`config.mk`:
```
export PLATFORM = sky130hd
export DESIGN_NAME = oap_autopoll
export DESIGN_NICKNAME = d
export VERILOG_FILES = /design/src/verilog/oap_pkg.sv /design/src/verilog/oap_pulse_meter.sv /design/src/verilog/oap_autopoll.sv
export SDC_FILE = /design/constraint.sdc
export NUM_CORES = 1
export LEC_CHECK = 0
export BUFFER_PORTS_ARGS = -buffer_cell sky130_fd_sc_hd__buf_2
export CORE_UTILIZATION = 61
export DETAILED_ROUTE_END_ITERATION = 8
export PLACE_DENSITY_LB_ADDON = 0.12
export SYNTH_ARGS = -nofsm -noshare
export SYNTH_HDL_FRONTEND = slang
export SYNTH_SLANG_ARGS = --single-unit
```
`constraint.sdc`:
```
create_clock -name i_mclk -period 10.9 [get_ports i_mclk]
set_clock_uncertainty 0.2 [all_clocks]
set_input_delay 0 -clock i_mclk [delete_from_list [all_inputs] [get_ports i_mclk]]
set_output_delay 0 -clock i_mclk [all_outputs]
set_load 0.005 [all_outputs]
```
`src/verilog/oap_pkg.sv`:
```
// Constants, types and state layouts of the auto-poll bit checker.
package oap_pkg;

	// ------------------------------------------------------------
	// Timing
	// ------------------------------------------------------------
	localparam int CLK_MHZ = 250;
	localparam int CYC_PER_MS = CLK_MHZ * 1000;
	localparam int SLEEP_BASE_MS = 10;
	localparam int SLEEP_BASE_CYC = SLEEP_BASE_MS * CYC_PER_MS;
	localparam int HOLD_MS = 4;
	localparam int HOLD_CYC = HOLD_MS * CYC_PER_MS;
	localparam logic [2:0] BAD_LIMIT = 3'h4;
	localparam int WIDTH_W = 24;

	// Window base in microseconds at the narrowest bandwidth code
	localparam logic [9:0] WIN_US [0:7] = '{10'h23a, 10'h214, 10'h1ee, 10'h1c9,
		10'h1a3, 10'h17d, 10'h157, 10'h131};

	// ------------------------------------------------------------
	// Register map
	// ------------------------------------------------------------
	localparam logic [11:0] CFG_OFF = 12'h000;
	localparam logic [11:0] STAT_OFF = 12'h004;
	localparam int AP_EN_BIT = 15;
	localparam int SLEEP_LSB = 12;
	localparam int WIN_LSB = 9;
	localparam int VCNT_LSB = 7;
	localparam int BW_LSB = 3;
	localparam logic [31:0] CFG_RST = 32'h0000_2e18;
	localparam logic [31:0] CFG_MASK = 32'h0000_ff98;

	// ------------------------------------------------------------
	// Types
	// ------------------------------------------------------------
	typedef enum logic [3:0] {
		ST_AWAKE = 4'h1,
		ST_SLEEP = 4'h2,
		ST_POLL = 4'h4,
		ST_RECV = 4'h8
	} oap_state_t;

	typedef struct packed {
		logic psel;
		logic penable;
		logic pwrite;
		logic [11:0] paddr;
		logic [31:0] pwdata;
	} oap_apb_req_t;

	typedef struct packed {
		logic [31:0] prdata;
		logic pready;
		logic pslverr;
	} oap_apb_rsp_t;

	typedef struct packed {
		logic prev;
		logic edge_seen;
		logic [WIDTH_W-1:0] run;
		logic [WIDTH_W-1:0] width;
	} oap_meter_t;

	typedef struct packed {
		oap_state_t state;
		logic [31:0] cfg;
		logic [31:0] timer;
		logic [4:0] vcnt;
		logic [2:0] bcnt;
		logic fc;
		logic fa;
		logic hold;
		logic data;
		logic vbit;
		logic bbit;
		logic [31:0] prdata;
		logic slverr;
	} oap_core_t;

	localparam oap_core_t CORE_RST = '{state: ST_AWAKE, cfg: CFG_RST,
		timer: 32'h0000_0000, vcnt: 5'h00, bcnt: 3'h0, fc: 1'b1, fa: 1'b0,
		hold: 1'b0, data: 1'b0, vbit: 1'b0, bbit: 1'b0,
		prdata: 32'h0000_0000, slverr: 1'b0};

endpackage : oap_pkg

```
`src/verilog/oap_pulse_meter.sv`:
```
// Width meter for marks and spaces of the raw demodulated signal.
module oap_pulse_meter
	import oap_pkg::*;
(
	input wire logic i_mclk,
	input wire logic i_srst,
	input wire logic i_raw,
	input wire logic i_clear,
	output logic o_edge,
	output logic o_level,
	output logic [WIDTH_W-1:0] o_width,
	output logic [WIDTH_W-1:0] o_run
);

	oap_meter_t q;
	oap_meter_t n;

	// ------------------------------------------------------------
	// Counting
	// ------------------------------------------------------------
	always_comb
	begin
		n = q;
		n.prev = i_raw;
		n.edge_seen = 1'b0;
		if (i_clear)
		begin
			// Partial pulse before the clear is never reported
			n.run = '0;
		end
		else if (i_raw != q.prev)
		begin
			n.edge_seen = 1'b1;
			n.width = q.run;
			n.run = {{(WIDTH_W-1){1'b0}}, 1'b1};
		end
		else if (q.run != {WIDTH_W{1'b1}})
		begin
			// Saturates so a long gap never wraps to a short width
			n.run = q.run + {{(WIDTH_W-1){1'b0}}, 1'b1};
		end
	end

	always_ff @(posedge i_mclk)
	begin
		if (i_srst)
			q <= '0;
		else
			q <= n;
	end

	assign o_edge = q.edge_seen;
	assign o_level = q.prev;
	assign o_width = q.width;
	assign o_run = q.run;

endmodule : oap_pulse_meter

```
`src/verilog/oap_autopoll.sv`:
```
// Auto-poll sequencer, bit checker, threshold hold and gain-loop enables.
module oap_autopoll
	import oap_pkg::*;
#(
	parameter int SLEEP_BASE_CYC_P = SLEEP_BASE_CYC,
	parameter int HOLD_CYC_P = HOLD_CYC,
	parameter int CYC_PER_US_P = CLK_MHZ
)
(
	input wire logic i_mclk,
	input wire logic i_srst,
	input wire oap_apb_req_t i_apb,
	output oap_apb_rsp_t o_apb,
	input wire logic i_demod_raw,
	input wire logic i_rise_fast,
	input wire logic i_loop_settled,
	output logic o_data,
	output logic o_sleep,
	output logic o_thresh_hold,
	output logic o_fast_charge,
	output logic o_fast_attack,
	output logic o_valid_bit,
	output logic o_bad_bit
);

	oap_core_t q;
	oap_core_t n;
	logic m_edge;
	logic m_level;
	logic [WIDTH_W-1:0] m_width;
	logic [WIDTH_W-1:0] m_run;
	logic apb_setup;
	logic apb_wr;
	logic cfg_hit;
	logic stat_hit;
	logic cfg_wr;
	logic [2:0] sleep_code;
	logic [2:0] win_code;
	logic [1:0] vcnt_code;
	logic [1:0] bw_code;
	logic [31:0] sleep_cyc;
	logic [WIDTH_W-1:0] win_cyc;
	logic [4:0] vtarget;
	logic is_valid;
	logic is_bad;
	logic [4:0] nv;
	logic [2:0] nb;

	// ------------------------------------------------------------
	// Pulse width measurement
	// ------------------------------------------------------------
	// Held cleared in sleep so the first width in polling starts at entry
	oap_pulse_meter u_meter (
		.i_mclk(i_mclk),
		.i_srst(i_srst),
		.i_raw(i_demod_raw),
		.i_clear(q.state == ST_SLEEP),
		.o_edge(m_edge),
		.o_level(m_level),
		.o_width(m_width),
		.o_run(m_run)
	);

	// ------------------------------------------------------------
	// Configuration decode
	// ------------------------------------------------------------
	assign sleep_code = q.cfg[SLEEP_LSB +: 3];
	assign win_code = q.cfg[WIN_LSB +: 3];
	assign vcnt_code = q.cfg[VCNT_LSB +: 2];
	assign bw_code = q.cfg[BW_LSB +: 2];
	assign sleep_cyc = 32'(SLEEP_BASE_CYC_P) << sleep_code;
	// Narrowest bandwidth gives the longest window, each step halves it
	assign win_cyc = WIDTH_W'((32'(WIN_US[win_code]) * 32'(CYC_PER_US_P)) >> bw_code);
	assign vtarget = (vcnt_code == 2'h0) ? 5'h00 : 5'(5'h01 << (3'(vcnt_code) + 3'h1));

	// Equal to the window is not longer than it, so it counts as bad
	assign is_valid = (q.state == ST_POLL) && m_edge && (m_width > win_cyc);
	assign is_bad = (q.state == ST_POLL) && m_edge && (m_width <= win_cyc);

	// ------------------------------------------------------------
	// Bus decode
	// ------------------------------------------------------------
	assign apb_setup = i_apb.psel && !i_apb.penable;
	assign apb_wr = i_apb.psel && i_apb.penable && i_apb.pwrite;
	assign cfg_hit = i_apb.paddr == CFG_OFF;
	assign stat_hit = i_apb.paddr == STAT_OFF;
	assign cfg_wr = apb_wr && cfg_hit;

	// ------------------------------------------------------------
	// Next state
	// ------------------------------------------------------------
	always_comb
	begin
		n = q;
		nv = q.vcnt;
		nb = q.bcnt;
		n.vbit = is_valid;
		n.bbit = is_bad;
		if (is_valid)
		begin
			nv = (q.vcnt == 5'h1f) ? q.vcnt : q.vcnt + 5'h01;
			nb = 3'h0;
		end
		else if (is_bad)
		begin
			nb = q.bcnt + 3'h1;
			nv = 5'h00;
		end
		case (q.state)
			ST_AWAKE:
			begin
				n.timer = 32'h0000_0000;
			end
			ST_SLEEP:
			begin
				// Only the sleep timer runs here; the fast-charge and fast-attack flags still follow their inputs
				if (q.timer >= sleep_cyc - 32'h0000_0001)
				begin
					n.state = ST_POLL;
					n.timer = 32'h0000_0000;
					n.vcnt = 5'h00;
					n.bcnt = 3'h0;
				end
				else
				begin
					n.timer = q.timer + 32'h0000_0001;
				end
			end
			ST_POLL:
			begin
				n.vcnt = nv;
				n.bcnt = nb;
				if (nb >= BAD_LIMIT)
				begin
					n.state = ST_SLEEP;
					n.timer = 32'h0000_0000;
				end
				else if (nv >= vtarget)
				begin
					n.state = ST_RECV;
				end
			end
			ST_RECV:
			begin
				// Signal loss is ignored here; only a write leaves
				n.state = ST_RECV;
			end
			default:
			begin
				n.state = ST_AWAKE;
			end
		endcase
		if (cfg_wr)
		begin
			n.cfg = i_apb.pwdata & CFG_MASK;
			n.state = i_apb.pwdata[AP_EN_BIT] ? ST_SLEEP : ST_AWAKE;
			n.timer = 32'h0000_0000;
			n.vcnt = 5'h00;
			n.bcnt = 3'h0;
		end

		// Output follows the raw signal only in the awake and receive states
		n.data = ((q.state == ST_AWAKE) || (q.state == ST_RECV)) && i_demod_raw;
		if (i_demod_raw)
			n.fc = 1'b0;
		if (i_rise_fast)
			n.fa = 1'b1;
		else if (i_loop_settled)
			n.fa = 1'b0;
		n.hold = !m_level && (m_run > WIDTH_W'(HOLD_CYC_P));

		// Read data is captured in setup so the access phase answers at once
		if (apb_setup)
		begin
			n.slverr = !(cfg_hit || stat_hit);
			if (cfg_hit)
				n.prdata = q.cfg;
			else if (stat_hit)
				n.prdata = {17'h0_0000, q.fa, q.fc, q.hold, q.bcnt, q.vcnt, q.state};
			else
				n.prdata = 32'h0000_0000;
		end
	end

	always_ff @(posedge i_mclk)
	begin
		if (i_srst)
			q <= CORE_RST;
		else
			q <= n;
	end

	// ------------------------------------------------------------
	// Outputs
	// ------------------------------------------------------------
	assign o_apb.prdata = q.prdata;
	assign o_apb.pready = i_apb.psel && i_apb.penable;
	assign o_apb.pslverr = i_apb.psel && i_apb.penable && q.slverr;
	assign o_data = q.data;
	assign o_sleep = q.state == ST_SLEEP;
	assign o_thresh_hold = q.hold;
	assign o_fast_charge = q.fc;
	assign o_fast_attack = q.fa;
	assign o_valid_bit = q.vbit;
	assign o_bad_bit = q.bbit;
endmodule : oap_autopoll

```
======== After elaboration in Yosys (flattened, before gate mapping) ========
Memory sizes are Yosys's and may differ from the RTL's.
Cells that the tools add are included.
operators by class
  multiply operators ...................... 1
  muxes and demuxes ....................... 26
  bitwise operators ....................... 2
  divide/modulo/power cells ............... 0
  reduce and logical (&&, ||, !) cells .... 28
  shifts and indexed selects .............. 3
  add/subtract/negate cells ............... 6
  magnitude comparators ................... 7
  equal/unequal tests ..................... 13
operators by type and width
  kind                   count
  $pmux 32 s3            1
  $mux 76                1
  $mux 32                2
  $add 32x1->32 const B  1
  $ge 32x32->1           1
  $shl 22x3->32 const A  1
  $sub 32x1->32 const B  1
  $add 24x1->24 const B  1
  $gt 24x20->1 const B   1
  $gt 24x24->1           1
  $le 24x24->1           1
  $ne 24x24->1 const B   1
  $shr 18x2->24          1
  $mux 10                2
  $mux 5                 4
  $mul 10x7->17 const B  1
  $mux 16                1
  $pmux 4 s4             1
  $pmux 8 s2             1
  $mux 15                1
  $eq 12x3->1 const B    1
  $logic_not 12->1       1
  $mux 4                 3
  $logic_and 1x1->1      10
  32 further kinds       46
storage, ports and cells
  output and inout bits ................... 41
  word-level logic and storage cells ...... 105
  memory bits (writable) .................. 0
  bits in read-only memories .............. 80
  bits in latches ......................... 0
  register bits after elaboration ......... 144
  memories kept ........................... 1
  bits of input ports ..................... 52
memories
  memory            words  width  rd ports  clocked after memory_dff  wr ports  RTL line            text
  (name not given)  8      10     1         0                         0         oap_autopoll.sv:73  assign win_cyc = WIDTH_W'((32'(WIN_US[win_code]) * 32'(CYC_PER_US_P)) >> bw_code);

======== Logic depth before layout (Yosys ltp) ========
  depth in word-level cells ............... 15
  gate-level depth with buffers ........... 37
  mapped depth without buffers ............ 35

======== By module ========
From an unflattened synthesis, not the netlist that was laid out.
unflattened totals
  cells, all modules ...................... 1149
  area, all modules ....................... 9411.5 µm²
by module, submodules not included
  module           times used  sequential area each (µm²)  cells an instance  area an instance (µm²)
  oap_autopoll     1           1561.5                      871                7121.8
  oap_pulse_meter  1           1001.0                      278                2289.7

======== Worst setup path before layout ========
No wires, ideal clock.
  path type ............................... flip-flop to flip-flop
  start ................................... register q[88] in the netlist's numbering
  end ..................................... register q[114] in the netlist's numbering
  setup time .............................. 0.125 ns
  stages on the path, launching flop included .. 36
  arrival time ............................ 7.757 ns
  setup slack ............................. 2.818 ns
  data required time ...................... 10.575 ns
  period minus slack after synthesis ...... 8.082 ns
  buffers on the path ..................... 3
  cell sequence ........................... dfxtp_1 -> clkbuf_1 -> inv_1 -> ha_1 -> a21oi_1 -> xor2_1 -> ha_1 -> inv_1 -> fa_1 -> inv_1 -> fa_1 -> fa_1 -> ha_1 -> clkbuf_1 -> o21ai_0 -> nand2b_1 -> nand4_1 -> a31oi_1 -> nor3_1 -> xor2_1 -> mux4_2 -> ha_1 -> a21oi_1 -> o21ai_0 -> a22o_1 -> or3_1 -> buf_6 -> a31o_2 -> a21o_1 -> ha_1 -> a21o_1 -> a21o_1 -> a21o_1 -> a21o_1 -> a32oi_1 -> nor4_1
between the ends
  cells in the longest elaborated chain, start to end .. 14
  elaborated cells on any way between the ends .. 21
  those cells by class .................... mul (1); order compare (4); eq/ne (1); shift (1); mux (9); bitwise (1); reduce/logical (3); memory (1)
ends and longest elaborated chain
  item                                          RTL line             text
  from (decl)                                   oap_autopoll.sv:26   oap_core_t q;
  from (signal assigned)                        oap_autopoll.sv:190  q <= n;
  $not 3->4 (not written as such) *             oap_autopoll.sv:73
  $mem_v2 8x10 *                                --
  $mux 10 (not written as such) * (2 in a row)  oap_autopoll.sv:73
  $mul 10x7->17 *                               oap_autopoll.sv:73
  $shr 18x2->24 *                               oap_autopoll.sv:73
  $le 24x24->1                                  oap_autopoll.sv:78   assign is_bad = (q.state == ST_POLL) && m_edge && (m_width <= win_cyc);
  $logic_and 1x1->1                             oap_autopoll.sv:78
  $mux 3                                        oap_autopoll.sv:104  else if (is_bad)
  $mux 3                                        oap_autopoll.sv:99   if (is_valid)
  $ge 3x3->1                                    oap_autopoll.sv:133  if (nb >= BAD_LIMIT)
  $mux 4                                        oap_autopoll.sv:133
  $pmux 4 s4                                    oap_autopoll.sv:109  case (q.state)
  $mux 76                                       oap_autopoll.sv:153  if (cfg_wr)
Mark *: on every way between the ends. The rest lies on a longest branch, timed or not. The select of a mux whose other input is x is not followed.
A chain may end at the register's enable or synchronous reset.

======== Worst setup path after layout ========
  start ................................... register q[89] in the netlist's numbering
  end ..................................... register q[114] in the netlist's numbering
The elaborated chain is that of the path after synthesis.

==> impl_metrics.py <==
metrics = {
    "logic_synthesis": {
        "synthCells": 1124,
        "async_flop_share_pct": 0,
        "netlist_top_cells_area": "dfxtp_1 27%, ha_1 13%, a21oi_1 5.2%",
        "synth_seq_cells": 128,
        "syn_area_per_cell_um2": 8.299,
        "synth_top_area_cell": "dfxtp_1",
        "synth-edff-count": 0,
        "yosys_warnings": 0,
        "synth_flop_cell": "dfxtp_1",
        "syn_area_um2": 9328,
        "yosys.cell_types.count": 74,
        "yosysSeqAreaShare_pct": 27.47,
        "netlist.area_leader.share_pct": 27.47,
    },
    "final_layout": {
        "stdcell_count": 1349,
        "nNetsFinal": 1316,
        "insertedDiodeCount": 0,
        "final_cell_mix": "128 x nand2_1, 128 x dfxtp_1, 99 x nor2_1",
        "drive_above_1_share_pct": 11.07,
        "final_area_um2": 10260,
        "syn_to_final_growth_pct": 10.02,
    },
    "timing": {
        "tns_ns": 0,
        "fin_crit_sh_pct": 85.98,
        "tightestPinTransition_ns": 1.001,
        "slew-limit-headroom_pct": 33.25,
        "finalHoldViolations": 0,
        "fin_crit_ns": 9.371,
        "finalSetupViolations": 0,
        "drv_slew": 0,
        "setup_ws_ns": 1.529,
        "rsz0062_at_grt": "false",
        "fmax_ghz": 0.1067,
    },
    "routing": {
        "detail_route.iter0.violations": 441,
        "wl_per_cell_um": 15.78,
        "viasPerCell": 5.860,
        "drcViolationCount": 1,
        "detail_route.wirelength_um": 21290,
        "antenna_left": 0,
        "vias": 7905,
        "drt_pass1_iterations": 7,
    },
    "power_and_ir_drop": {
        "total_leakage_power_nw": 4.319,
        "peakVddDrop_mv": 0.1275,
        "p_total_mw": 1.078,
        "p_per_area_nw_per_um2": 105.1,
    },
    "floorplanning": {
        "dieArea_um2": 15790,
        "die_y_um": 125.7,
        "rows": 44,
        "start_util_pct": 63.22,
        "die_w_um": 125.7,
        "coreArea_um2": 14750,
        "io_pins": 93,
    },
    "clock_network": {
        "clkTransAtPathRegs_ns": 0.06,
        "cts_root_buffer": "clkbuf_16",
        "post_cts_buffers": 0,
        "clockBufferDepth": 2,
        "clock_latency_ns": 0.42,
        "clock-sinks": 128,
        "cts_made_buffers": 17,
        "post_cts_resized": 0,
        "h-tree-depth": 4,
        "cts_tree": "done",
    },
    "global_routing": {
        "antenna_found_initial": 0,
        "grt_usage_pct": 28.22,
        "grt_overflow": 0,
        "grt_pass1_wl_um": 35920,
        "grt_start_max_net_pins": 66,
        "grt_pass1_vias": 7516,
    },
    "worst_setup_path": {
        "path_buf_inv": 2,
        "start_kind": "register",
        "crit_path_end_kind": "register",
        "cpMaxStageDelayCell": "dfxtp_1",
        "criticalPathCategory": "reg2reg",
        "required_ns": 11.01,
        "arrival_ns": 9.48,
        "cpPeakStageDelay_ns": 0.70,
        "critPathTopFamily": "adder cells",
        "crit_fanout": 15,
    },
    "outcome": {
        "failed_checks": "DRC",
        "run_status": "finished, violations left",
    },
    "placement": {
        "io_buffer_count": 55,
        "dp_slack_ns": 1.537,
        "dp_hpwl_um": 15140,
        "dp_cells": 1295,
        "dpl_cell_area_um2": 9453,
        "place.gp.congestion": 0.8636,
    },
    "run": {
        "drv_cap": 0,
    },
    "min_path": {
        "hp-class": "in2reg",
    },
}
power by group:
| part | internal, mW | switching, mW | total (mW) |
|---|---|---|---|
| combinational | 0.0168 | 0.0265 | 0.0434 |
| clock | 0.342 | 0.220 | 0.562 |
| sequential | 0.470 | 0.00235 | 0.473 |
worst min-delay path: cells and delay by family:
family	cells	cell delay, ns
buf+inv	2	0.40
simple gates	1	0.16
Yosys cell counts (all sizes together), types with 11 or more instances:
library cell	number
nor3	26
o2111ai	16
nand2	128
nand3	24
a21o	17
a21oi	97
and3	18
o21ai	28
nand2b	12
mux2i	30
nor2	105
and4	13
or3	11
buf	42
xor2	40
fa	14
dfxtp	128
clkbuf	49
inv	52
and2	19
xnor2	37
ha	97
nand4	21
per-layer routing:
metal / share of wire (%) / track usage [%] / vias to the layer above
li1: - / - / 3972
met1: 45 / 35.89 / 3728
met2: 48 / 48.07 / 168
met3: 3.8 / 4.673 / 37
met4: 2.3 / 10.55 / 0
met5: 0 / 0 / -
state kept, by name (all words and copies together) (netlist names):
register	flops
bw_code	2
o_apb	16
o_bad_bit	1
o_data	1
o_fast_attack	1
o_fast_charge	1
o_thresh_hold	1
o_valid_bit	1
q	54
u_meter.o_edge	1
u_meter.o_level	1
u_meter.o_run	24
u_meter.o_width	24
final timing paths:
check                                                 startpoint                          endpoint  slack [ns]  cells after the start
worst max-delay path                          q[89]$_SDFFE_PP1P_               q[114]$_SDFFE_PP0P_        1.53                     32
worst min-delay path                                      i_srst             o_apb[5]$_SDFFE_PP0P_       0.001                      3
worst max register to register                q[89]$_SDFFE_PP1P_               q[114]$_SDFFE_PP0P_        1.53                     32
worst min register to register  u_meter.o_width[23]$_SDFFE_PP0P_  u_meter.o_width[23]$_SDFFE_PP0P_        0.25                      2
logic make-up after synthesis:
| logic type | synth area share [%] |
|---|---|
| simple gates | 21.26 |
| fa+ha+maj | 16.02 |
| compound gates | 16.14 |
| other cells | 0.08051 |
| xor+xnor | 7.230 |
| flops | 27.47 |
| buf+inv | 7.378 |
| mux | 4.427 |
through the flow:
stage | hold slack, ns | utilization [%]
final | 0.001006 | 69.56
after global routing | 0.04095 | 69.56
after CTS | 0.003385 | 69.56
after detailed placement | 0.008822 | 64.07
after global placement | 0.006893 | 64.07
after floorplan | -0.08257 | -
what timing repair did:
action / CTS / global route
hold buffers: 23 / 0
setup endpoints to repair: 0 / 0
hold endpoints to repair: 24 / 0
final cells by class:
class                   count  area (µm²)
clock buffers              19       442.9
inverters                  52       195.2
clock inverters            12       136.4
well taps                 184       230.2
fillers                  1243        4492
multi-input cells         871        6152
flip-flops and latches    128        2562
repair buffers             83       543.0
No activity file was read; power rests on OpenSTA's default activity.
